[config.mk]
export PLATFORM = sky130hd
export DESIGN_NAME = fgac_top
export DESIGN_NICKNAME = d
export VERILOG_FILES = /design/src/verilog/fgac_pkg.sv /design/src/verilog/fgac_top.sv
export SDC_FILE = /design/constraint.sdc
export NUM_CORES = 1
export LEC_CHECK = 0
export BUFFER_PORTS_ARGS = -buffer_cell sky130_fd_sc_hd__buf_2
export CORE_ASPECT_RATIO = 1.4
export CORE_MARGIN = 4
export CORE_UTILIZATION = 53
export CTS_BUF_LIST = sky130_fd_sc_hd__clkbuf_4 sky130_fd_sc_hd__clkbuf_8
export CTS_CLUSTER_SIZE = 14
export DETAILED_ROUTE_END_ITERATION = 6
export GPL_TIMING_DRIVEN = 0
export PLACE_DENSITY = 0.72
export SYNTH_ARGS = -nofsm -noshare
export SYNTH_HDL_FRONTEND = slang
export SYNTH_SLANG_ARGS = --single-unit
[constraint.sdc]
create_clock -name clock -period 5.7 [get_ports clock]
set_clock_uncertainty 0.05 [all_clocks]
set_input_delay 0.855 -clock clock [delete_from_list [all_inputs] [get_ports clock]]
set_output_delay 0.855 -clock clock [all_outputs]
set_load 0.005 [all_outputs]
[src/verilog/fgac_pkg.sv]
// Shared constants and types for the frame-gated acquisition control block
package fgac_pkg;
    localparam int ADDR_W = 8;
    localparam int DATA_W = 32;
    localparam int WORD_W = 16;
    localparam int MODE_W = 16;
    localparam int REC_W = 32;

    // Register byte offsets
    localparam logic [ADDR_W-1:0] OFS_CMD = 8'h00;
    localparam logic [ADDR_W-1:0] OFS_MODE = 8'h04;
    localparam logic [ADDR_W-1:0] OFS_LINES = 8'h08;
    localparam logic [ADDR_W-1:0] OFS_RECS = 8'h0C;
    localparam logic [ADDR_W-1:0] OFS_SAMPS = 8'h10;
    localparam logic [ADDR_W-1:0] OFS_PRETRIG = 8'h14;
    localparam logic [ADDR_W-1:0] OFS_STATUS = 8'h18;
    localparam logic [ADDR_W-1:0] OFS_FRAME = 8'h1C;
    localparam logic [ADDR_W-1:0] OFS_COUNT = 8'h20;

    // Command register bits (write-only pulses)
    localparam int CMD_START = 0;
    localparam int CMD_ABORT = 1;
    localparam int CMD_FORCE = 2;

    // Mode register fields
    localparam int MODE_AUX_LSB = 0;
    localparam int MODE_AUX_W = 2;
    localparam int MODE_EDGE = 2;
    localparam int MODE_NPT = 3;
    localparam int MODE_FOOTER = 4;
    localparam int MODE_SIGNED = 5;
    localparam int MODE_SLAVE = 6;
    localparam int MODE_SRC_LSB = 8;
    localparam int MODE_SRC_W = 2;

    // Status register bits
    localparam int STAT_BUSY = 0;
    localparam int STAT_ARMED = 1;
    localparam int STAT_CAPT = 2;
    localparam int STAT_CFGERR = 3;

    // Reset values and the record count that means infinite
    localparam logic [MODE_W-1:0] MODE_RST = 16'h0000;
    localparam logic [DATA_W-1:0] LINES_RST = 32'h0000_0001;
    localparam logic [REC_W-1:0] RECS_RST = 32'h0000_0001;
    localparam logic [DATA_W-1:0] SAMPS_RST = 32'h0000_0100;
    localparam logic [DATA_W-1:0] PRETRIG_RST = 32'h0000_0000;
    localparam logic [REC_W-1:0] REC_INFINITE = 32'hFFFF_FFFF;

    // Default ADC width and defaults of the record geometry checks
    localparam int ADC_W_DEF = 12;
    localparam int MIN_SAMPS_DEF = 256;
    localparam int SAMP_ALIGN_LOG2_DEF = 5;
    localparam int PRE_ALIGN_LOG2_DEF = 4;

    typedef enum logic [MODE_AUX_W-1:0] {
        FGAC_AUX_ARM_IN,
        FGAC_AUX_OUT,
        FGAC_AUX_FRAME_CNT
    } fgac_aux_mode_t;

    typedef enum logic [MODE_SRC_W-1:0] {
        FGAC_SRC_ARMED,
        FGAC_SRC_BUSY,
        FGAC_SRC_RECORD,
        FGAC_SRC_TRIG
    } fgac_aux_src_t;

    typedef enum logic [2:0] {
        FGAC_IDLE,
        FGAC_WAIT_ARM,
        FGAC_WAIT_TRIG,
        FGAC_CAPTURE,
        FGAC_FOOTER
    } fgac_state_t;
endpackage

[src/verilog/fgac_top.sv]
// Frame-gated acquisition control: arming, record capture, footers, format
// Contract
// - Selected edge of aux input pulse arms capture of one frame.
// - Software force-arm acts exactly like a hardware arm edge.
// - Armed: take triggers until lines-per-frame records, then await next arm.
// - Aux-output mode drives a chosen internal signal; only force-arm arms.
// - Infinite record count: one start keeps capturing frames until abort.
// - Footer mode: aux edges count frames; frame number appended per record.
// - Footers only in no-pretrigger mode, never otherwise.
// - Slaves configured first; only master takes start; all acquire together.
// - Default output unsigned: 0 negative, 128 zero, 255 positive full scale.
// - Signed output two's complement: 0 zero, 127 and -128 full scale.
// - Host writes format select before start; device reports it on read.
// - Sample code sits in the most significant bits of a 16-bit word.
// - Two-byte words carry low byte at lower address, little-endian.
//
// Local design decisions: the register addresses and strobed register access.
module fgac_top #(
    parameter int ADC_W = fgac_pkg::ADC_W_DEF,
    parameter int SAMP_W = 24,
    parameter int LINE_W = 16,
    parameter int MIN_SAMPS = fgac_pkg::MIN_SAMPS_DEF,
    parameter int SAMP_ALIGN_LOG2 = fgac_pkg::SAMP_ALIGN_LOG2_DEF,
    parameter int PRE_ALIGN_LOG2 = fgac_pkg::PRE_ALIGN_LOG2_DEF
) (
    input wire logic clock,
    input wire logic reset_n,
    input wire logic [fgac_pkg::ADDR_W-1:0] reg_addr,
    input wire logic [fgac_pkg::DATA_W-1:0] reg_wdata,
    input wire logic reg_wr,
    input wire logic reg_rd,
    output logic [fgac_pkg::DATA_W-1:0] reg_rdata,
    input wire logic aux_in,
    output logic aux_out,
    output logic aux_oe,
    input wire logic trigger_pin,
    input wire logic start_in_pin,
    output logic start_out,
    input wire logic [ADC_W-1:0] adc_code,
    input wire logic adc_valid,
    output logic [fgac_pkg::WORD_W-1:0] sample_word,
    output logic sample_valid,
    output logic sample_footer,
    output logic record_end
);
    localparam int PAD = fgac_pkg::WORD_W - ADC_W;
    localparam logic [SAMP_W-1:0] SAMP_ONE = SAMP_W'(1);
    localparam logic [LINE_W-1:0] LINE_ONE = LINE_W'(1);
    localparam logic [fgac_pkg::REC_W-1:0] REC_ONE = 1;
    localparam logic [SAMP_W-1:0] MIN_S = SAMP_W'(MIN_SAMPS);
    localparam logic [ADC_W-1:0] MSB_MASK = {1'b1, {(ADC_W-1){1'b0}}};

    // Pin synchronisers: [0] first stage, [1] second stage, [2] history
    logic [2:0] aux_sync_q;
    logic [2:0] trig_sync_q;
    logic [2:0] start_sync_q;

    always_ff @(posedge clock or negedge reset_n) begin
        if (!reset_n) begin
            aux_sync_q <= 3'h0;
            trig_sync_q <= 3'h0;
            start_sync_q <= 3'h0;
        end else begin
            aux_sync_q <= {aux_sync_q[1:0], aux_in};
            trig_sync_q <= {trig_sync_q[1:0], trigger_pin};
            start_sync_q <= {start_sync_q[1:0], start_in_pin};
        end
    end

    logic [fgac_pkg::MODE_W-1:0] mode_q;
    logic [LINE_W-1:0] lines_q;
    logic [fgac_pkg::REC_W-1:0] recs_q;
    logic [SAMP_W-1:0] samps_q;
    logic [SAMP_W-1:0] pretrig_q;
    fgac_pkg::fgac_state_t state_q;
    fgac_pkg::fgac_state_t after_rec;
    logic [SAMP_W-1:0] samp_cnt_q;
    logic [LINE_W-1:0] line_cnt_q;
    logic [fgac_pkg::REC_W-1:0] rec_total_q;
    logic [fgac_pkg::WORD_W-1:0] frame_num_q;
    logic signed_act_q;
    logic footer_act_q;

    fgac_pkg::fgac_aux_mode_t aux_mode;
    fgac_pkg::fgac_aux_src_t aux_src;
    assign aux_mode = fgac_pkg::fgac_aux_mode_t'(
        mode_q[fgac_pkg::MODE_AUX_LSB +: fgac_pkg::MODE_AUX_W]);
    assign aux_src = fgac_pkg::fgac_aux_src_t'(
        mode_q[fgac_pkg::MODE_SRC_LSB +: fgac_pkg::MODE_SRC_W]);

    logic cmd_wr;
    logic start_cmd;
    logic abort_cmd;
    logic force_cmd;
    logic is_slave;
    logic start_evt;
    logic aux_edge;
    logic trig_edge;
    logic arm_evt;
    logic frame_cnt_mode;
    logic footer_ok;
    logic cfg_err;
    logic armed;
    logic last_samp;
    logic rec_done;
    logic last_rec;
    logic frame_full;
    logic infinite;

    assign cmd_wr = reg_wr && reg_addr == fgac_pkg::OFS_CMD;
    assign start_cmd = cmd_wr && reg_wdata[fgac_pkg::CMD_START];
    assign abort_cmd = cmd_wr && reg_wdata[fgac_pkg::CMD_ABORT];
    assign force_cmd = cmd_wr && reg_wdata[fgac_pkg::CMD_FORCE];
    assign is_slave = mode_q[fgac_pkg::MODE_SLAVE];
    // A slave starts only from the master's line, never from software
    assign start_evt = is_slave ? (start_sync_q[1] && !start_sync_q[2])
                                : start_cmd;
    assign aux_edge = mode_q[fgac_pkg::MODE_EDGE]
                    ? (!aux_sync_q[1] && aux_sync_q[2])
                    : (aux_sync_q[1] && !aux_sync_q[2]);
    assign trig_edge = trig_sync_q[1] && !trig_sync_q[2];
    assign frame_cnt_mode = aux_mode == fgac_pkg::FGAC_AUX_FRAME_CNT;
    // Aux edges arm only in arm-input mode; force arms in every mode
    assign arm_evt = force_cmd ||
        (aux_mode == fgac_pkg::FGAC_AUX_ARM_IN && aux_edge);
    assign footer_ok = frame_cnt_mode && mode_q[fgac_pkg::MODE_FOOTER] &&
                       mode_q[fgac_pkg::MODE_NPT];
    // Geometry faults are only flagged: records would shift, not fail
    assign cfg_err = samps_q < MIN_S ||
        samps_q[SAMP_ALIGN_LOG2-1:0] != '0 ||
        (!mode_q[fgac_pkg::MODE_NPT] &&
         pretrig_q[PRE_ALIGN_LOG2-1:0] != '0);
    assign armed = state_q == fgac_pkg::FGAC_WAIT_TRIG ||
                   state_q == fgac_pkg::FGAC_CAPTURE ||
                   state_q == fgac_pkg::FGAC_FOOTER;
    assign last_samp = state_q == fgac_pkg::FGAC_CAPTURE && adc_valid &&
                       samp_cnt_q == samps_q - SAMP_ONE;
    assign rec_done = (last_samp && !footer_act_q) ||
                      state_q == fgac_pkg::FGAC_FOOTER;
    assign infinite = recs_q == fgac_pkg::REC_INFINITE;
    assign last_rec = !infinite && rec_total_q == recs_q - REC_ONE;
    assign frame_full = line_cnt_q == lines_q - LINE_ONE;

    always_comb begin
        if (last_rec) begin
            after_rec = fgac_pkg::FGAC_IDLE;
        end else if (frame_full && !frame_cnt_mode) begin
            after_rec = fgac_pkg::FGAC_WAIT_ARM;
        end else begin
            after_rec = fgac_pkg::FGAC_WAIT_TRIG;
        end
    end

    // Configuration registers
    always_ff @(posedge clock or negedge reset_n) begin
        if (!reset_n) begin
            mode_q <= fgac_pkg::MODE_RST;
            lines_q <= fgac_pkg::LINES_RST[LINE_W-1:0];
            recs_q <= fgac_pkg::RECS_RST;
            samps_q <= fgac_pkg::SAMPS_RST[SAMP_W-1:0];
            pretrig_q <= fgac_pkg::PRETRIG_RST[SAMP_W-1:0];
        end else if (reg_wr) begin
            unique case (reg_addr)
                fgac_pkg::OFS_MODE:
                    mode_q <= reg_wdata[fgac_pkg::MODE_W-1:0];
                fgac_pkg::OFS_LINES: lines_q <= reg_wdata[LINE_W-1:0];
                fgac_pkg::OFS_RECS: recs_q <= reg_wdata;
                fgac_pkg::OFS_SAMPS: samps_q <= reg_wdata[SAMP_W-1:0];
                fgac_pkg::OFS_PRETRIG: pretrig_q <= reg_wdata[SAMP_W-1:0];
                default: ;
            endcase
        end
    end

    // Format and footer choice are frozen for the whole acquisition
    always_ff @(posedge clock or negedge reset_n) begin
        if (!reset_n) begin
            signed_act_q <= 1'b0;
            footer_act_q <= 1'b0;
        end else if (state_q == fgac_pkg::FGAC_IDLE && start_evt) begin
            signed_act_q <= mode_q[fgac_pkg::MODE_SIGNED];
            footer_act_q <= footer_ok;
        end
    end

    // Acquisition sequencer; abort wins over everything
    always_ff @(posedge clock or negedge reset_n) begin
        if (!reset_n) begin
            state_q <= fgac_pkg::FGAC_IDLE;
        end else if (abort_cmd) begin
            state_q <= fgac_pkg::FGAC_IDLE;
        end else begin
            unique case (state_q)
                fgac_pkg::FGAC_IDLE:
                    if (start_evt) begin
                        state_q <= frame_cnt_mode ? fgac_pkg::FGAC_WAIT_TRIG
                                                  : fgac_pkg::FGAC_WAIT_ARM;
                    end
                fgac_pkg::FGAC_WAIT_ARM:
                    if (arm_evt) begin
                        state_q <= fgac_pkg::FGAC_WAIT_TRIG;
                    end
                fgac_pkg::FGAC_WAIT_TRIG:
                    if (trig_edge) begin
                        state_q <= fgac_pkg::FGAC_CAPTURE;
                    end
                fgac_pkg::FGAC_CAPTURE:
                    if (last_samp) begin
                        state_q <= footer_act_q ? fgac_pkg::FGAC_FOOTER
                                                : after_rec;
                    end
                fgac_pkg::FGAC_FOOTER: state_q <= after_rec;
                default: state_q <= fgac_pkg::FGAC_IDLE;
            endcase
        end
    end

    // Sample count restarts on each accepted trigger only
    always_ff @(posedge clock or negedge reset_n) begin
        if (!reset_n) begin
            samp_cnt_q <= '0;
        end else if (state_q == fgac_pkg::FGAC_WAIT_TRIG && trig_edge) begin
            samp_cnt_q <= '0;
        end else if (state_q == fgac_pkg::FGAC_CAPTURE && adc_valid) begin
            samp_cnt_q <= samp_cnt_q + SAMP_ONE;
        end
    end

    // Record counts: never touched by triggers outside an armed frame
    always_ff @(posedge clock or negedge reset_n) begin
        if (!reset_n) begin
            line_cnt_q <= '0;
            rec_total_q <= '0;
        end else if (state_q == fgac_pkg::FGAC_IDLE) begin
            line_cnt_q <= '0;
            rec_total_q <= '0;
        end else if (rec_done) begin
            line_cnt_q <= frame_full ? '0 : line_cnt_q + LINE_ONE;
            rec_total_q <= rec_total_q + REC_ONE;
        end
    end

    // Frame number: aux edges in counting mode, accepted arms otherwise
    always_ff @(posedge clock or negedge reset_n) begin
        if (!reset_n) begin
            frame_num_q <= '0;
        end else if (state_q == fgac_pkg::FGAC_IDLE) begin
            if (start_evt) begin
                frame_num_q <= '0;
            end
        end else if (frame_cnt_mode ? aux_edge
                     : (state_q == fgac_pkg::FGAC_WAIT_ARM && arm_evt)) begin
            frame_num_q <= frame_num_q + 1'b1;
        end
    end

    // Sample words: code in MSBs, bit 7..0 is the lower-address byte
    logic [ADC_W-1:0] code_fmt;
    logic [fgac_pkg::WORD_W-1:0] code_word;
    assign code_fmt = signed_act_q ? (adc_code ^ MSB_MASK)
                                   : adc_code;
    assign code_word = fgac_pkg::WORD_W'(code_fmt) << PAD;

    always_ff @(posedge clock or negedge reset_n) begin
        if (!reset_n) begin
            sample_word <= '0;
            sample_valid <= 1'b0;
            sample_footer <= 1'b0;
            record_end <= 1'b0;
        end else begin
            sample_valid <= 1'b0;
            sample_footer <= 1'b0;
            record_end <= 1'b0;
            if (state_q == fgac_pkg::FGAC_CAPTURE && adc_valid &&
                !abort_cmd) begin
                sample_word <= code_word;
                sample_valid <= 1'b1;
                record_end <= last_samp && !footer_act_q;
            end else if (state_q == fgac_pkg::FGAC_FOOTER && !abort_cmd) begin
                sample_word <= frame_num_q;
                sample_valid <= 1'b1;
                sample_footer <= 1'b1;
                record_end <= 1'b1;
            end
        end
    end

    // Aux connector drive and master start fan-out
    always_ff @(posedge clock or negedge reset_n) begin
        if (!reset_n) begin
            aux_out <= 1'b0;
            aux_oe <= 1'b0;
            start_out <= 1'b0;
        end else begin
            aux_oe <= aux_mode == fgac_pkg::FGAC_AUX_OUT;
            unique case (aux_src)
                fgac_pkg::FGAC_SRC_ARMED: aux_out <= armed;
                fgac_pkg::FGAC_SRC_BUSY:
                    aux_out <= state_q != fgac_pkg::FGAC_IDLE;
                fgac_pkg::FGAC_SRC_RECORD:
                    aux_out <= state_q == fgac_pkg::FGAC_CAPTURE;
                fgac_pkg::FGAC_SRC_TRIG: aux_out <= trig_sync_q[1];
            endcase
            start_out <= start_cmd && !is_slave;
        end
    end

    // Read port: data valid only in the cycle after the strobe
    always_ff @(posedge clock or negedge reset_n) begin
        if (!reset_n) begin
            reg_rdata <= '0;
        end else if (reg_rd) begin
            reg_rdata <= '0;
            unique case (reg_addr)
                fgac_pkg::OFS_MODE:
                    reg_rdata[fgac_pkg::MODE_W-1:0] <= mode_q;
                fgac_pkg::OFS_LINES: reg_rdata[LINE_W-1:0] <= lines_q;
                fgac_pkg::OFS_RECS: reg_rdata <= recs_q;
                fgac_pkg::OFS_SAMPS: reg_rdata[SAMP_W-1:0] <= samps_q;
                fgac_pkg::OFS_PRETRIG: reg_rdata[SAMP_W-1:0] <= pretrig_q;
                fgac_pkg::OFS_STATUS: begin
                    reg_rdata[fgac_pkg::STAT_BUSY] <=
                        state_q != fgac_pkg::FGAC_IDLE;
                    reg_rdata[fgac_pkg::STAT_ARMED] <= armed;
                    reg_rdata[fgac_pkg::STAT_CAPT] <=
                        state_q == fgac_pkg::FGAC_CAPTURE;
                    reg_rdata[fgac_pkg::STAT_CFGERR] <= cfg_err;
                end
                fgac_pkg::OFS_FRAME:
                    reg_rdata[fgac_pkg::WORD_W-1:0] <= frame_num_q;
                fgac_pkg::OFS_COUNT: reg_rdata <= rec_total_q;
                default: ;
            endcase
        end else begin
            reg_rdata <= '0;
        end
    end
endmodule

==> impl_metrics.env <==
export IMPL_fmax_mhz=227
export IMPL_h_tree_depth=2
export IMPL_core_area_um2=26900
export IMPL_ios=114
export IMPL_grt_max_degree=112
export IMPL_grt_overflow=0
export IMPL_drt_iter0_drc=1092
export IMPL_hold_ws_ps=295
export IMPL_power_per_cell_area_nw_per_um2=296
export IMPL_slew_headroom_pct=28.4
export IMPL_maxCapViolCount=0
export IMPL_path_delay_family="simple AND/OR/NAND/NOR gates"
export IMPL_globalplace_congestion=0.993
export IMPL_synth_common_cells="dfrtp_1, nor2_1, nand2_1, mux2_2, clkbuf_1"
export IMPL_ant_nets=0
export IMPL_yosysWarnings=0
export IMPL_path_clk_slew_ps=70
export IMPL_synth_edff_count=0
export IMPL_cts_root_buf="clkbuf_8"
export IMPL_slew_violations=0
export IMPL_place_inst=1931
export IMPL_ctsLongestPathBuffers=3
export IMPL_asyncSetResetFlopFracSynth_pct=100
export IMPL_tritoncts="yes"
export IMPL_post_cts_resized=0
export IMPL_syn_nets=1520
export IMPL_start_util_pct=53.7
export IMPL_placed_area_um2=15500
export IMPL_cts_hold_buf=0
export IMPL_setup_worst_path_end_class="flop"
export IMPL_drt_wirelength_per_cell_um=21.4
export IMPL_slowest_delay_ps=660
export IMPL_worstSetupPathType="reg2reg"
export IMPL_netlist_area_um2=14500
export IMPL_grt_usage_pct=28.5
export IMPL_ys_seq_area_share_pct=46.4
export IMPL_fillers=2339
export IMPL_cts_sinks=268
export IMPL_layout_worst_path_cycle_share_pct=77.1
export IMPL_hpwl_um=32100
export IMPL_leakagePower_nw=7.38
export IMPL_rsz0062_at_grt="false"
export IMPL_cts_setup_buffers=0
export IMPL_ys_flop_type="dfrtp_1"
export IMPL_die_h_um=203
export IMPL_finalSetupViolations=0
export IMPL_setup_worst_path_start_class="flop"
export IMPL_critPathBufInv=4
export IMPL_rows=71
export IMPL_syn_to_final_growth_pct=13.6
export IMPL_synth_most_common_cell="dfrtp_1"
export IMPL_grt_pass1_vias=12200
export IMPL_multiInputGateArea_um2=7290
export IMPL_postSynthCellCount=1452
export IMPL_post_drt_via_cell_ratio=6.23
export IMPL_fin_ws_ps=1300
export IMPL_hold_viol=0
export IMPL_nets=1679
export IMPL_die_w_um=148
export IMPL_ir_drop_v=0.000240
export IMPL_ys_types=78
export IMPL_yosysTopAreaCellShare_pct=45.9
export IMPL_worst_slew_pin_slew_ps=1060
export IMPL_stdcell_count=2006
export IMPL_arrival_ps=4780
export IMPL_syn_avg_cell_area_um2=9.96
export IMPL_cpMaxStageDelayCell="nor4_1"
export IMPL_register_area_um2=6710
export IMPL_synth_top_area_cell="dfrtp_1"
export IMPL_vias=12500
export IMPL_finalCriticalPeriod_ps=4400
export IMPL_finalSetupTns_ps=0
export IMPL_antenna_found_initial=0
export IMPL_outcome="completed"
export IMPL_grt_pass1_wl_um=67400
export IMPL_crit_required_ps=6080
export IMPL_clock_latency_ps=580
export IMPL_wirelength_um=43000
export IMPL_cts_buffers_inserted=43
export IMPL_io_buffers=112
export IMPL_crit_path_cell_trace="clkbuf_1 -> inv_1 -> ha_1 -> nor4b_2 -> nor2_1 -> or3_1 -> a211o_1 -> nor4_1 -> nand4b_4 -> and2_4 -> buf_2 -> clkbuf_1 -> nand2_1 -> o311ai_0"
export IMPL_path_max_fanout=10
export IMPL_dieArea_um2=30000
export IMPL_dr_pass1_iters=5
export IMPL_cpMostUsedCell="clkbuf_1"
export IMPL_place_ws_ps=1350
export IMPL_drc=0
export IMPL_layout_drive_gt1_share_pct=19.4
export IMPL_synthTopCellsByArea="dfrtp_1, mux2_2, xnor2_1"
export IMPL_design_area_um2=16400
export IMPL_hold_path_class="in2async"
export IMPL_ys_seq_elements=268
export IMPL_antenna_cells=0
path summary, 6_finish.rpt:
kind,slack (ps),endpoint,from,depth (start not counted)
worst max-delay path,1300,line_cnt_q[5],samps_q[0],14
worst min-delay path,300,sample_word[10],reset_n,1
worst max register to register,1300,line_cnt_q[5],samps_q[0],14
worst min register to register,300,start_sync_q[1],start_sync_q[0],0
max in group asynchronous,3980,recs_q[0],reset_n,3
min in group clock,300,start_sync_q[1],start_sync_q[0],0
power breakdown:
group	total (W)	internal, W	switching, W
Combinational	0.000899	0.000383	0.000516
Sequential	0.00225	0.00204	0.000207
Clock	0.00172	0.000935	0.000788
flip-flops by register name (all words and copies together) (netlist names), 3 cells and up:
register / flops
aux_sync_q: 3
line_cnt_q: 16
samp_cnt_q: 24
reg_rdata: 32
trig_sync_q: 3
pretrig_q: 24
start_sync_q: 3
samps_q: 24
state_q: 3
mode_q: 16
recs_q: 32
lines_q: 16
frame_num_q: 16
rec_total_q: 32
sample_word: 16
cell usage in the layout, fill, tap and decap left out, types with 8 or more instances in the layout:
cell type and n:
mux2_2 105, nor4_1 29, and2_1 11, a22oi_1 66
o21ai_0 59, inv_1 22, nand3_1 64, xnor2_1 76
a21oi_1 50, and4_1 9, nor3_1 24, nand2_1 107
clkbuf_1 84, buf_2 116, and3_1 24, or3_1 32
xor2_1 55, clkbuf_4 9, nand4_1 33, clkbuf_8 52
a31oi_1 18, or4_1 11, nand2b_1 11, nor2b_1 16
clkinv_2 9, ha_1 8, o31ai_1 9, nor2_1 110
a222oi_1 15, dfrtp_1 265, mux2i_1 10
metal layers:
layer / up-vias / routed length (um) / global-route usage [%]
met5: - / 0 / 0
met4: 0 / 2250 / 14.9
met3: 140 / 2860 / 4.62
met2: 536 / 20900 / 47.5
met1: 6157 / 17000 / 35.8
li1: 5668 / - / -
cells by family (layout without fill, tap and decap cells):
family | after synthesis | count (layout) | synth area share (%)
compound gates | 296 | 296 | 14.2
xor+xnor | 131 | 131 | 7.94
fa+ha+maj | 8 | 8 | 0.692
buf+inv | 119 | 308 | 3.16
flops | 268 | 268 | 46.4
mux | 115 | 115 | 8.87
simple gates | 515 | 515 | 18.7
area by class of cell:
| type | count | area share, % |
|---|---|---|
| Inverter | 22 | 0.503 |
| Multi-Input combinational cell | 1065 | 44.4 |
| Buffer | 97 | 2.28 |
| Tap cell | 365 | 2.78 |
| Sequential cell | 268 | 40.8 |
| Timing Repair Buffer | 114 | 3.81 |
| Clock inverter | 14 | 0.647 |
| Clock buffer | 61 | 4.77 |
worst reg2reg max path, delay by kind of cell (launching register included):
kind / cells / cell delay (ps)
AND/OR/NAND/NOR: 7 / 2320
flip-flops: 1 / 350
adder cells (fa/ha/maj): 1 / 270
buffers and inverters: 4 / 840
AO/OA/AOI/OAI: 2 / 410
through the flow:
step	utilization [%]	power (W)
floorplan	-	0.00284
global placement	57.5	0.00313
detailed placement	57.7	0.00315
CTS	61.0	0.00489
global route	61.0	0.00510
finish	61.0	0.00487
Note: power is estimated with default switching activity, not from simulation.
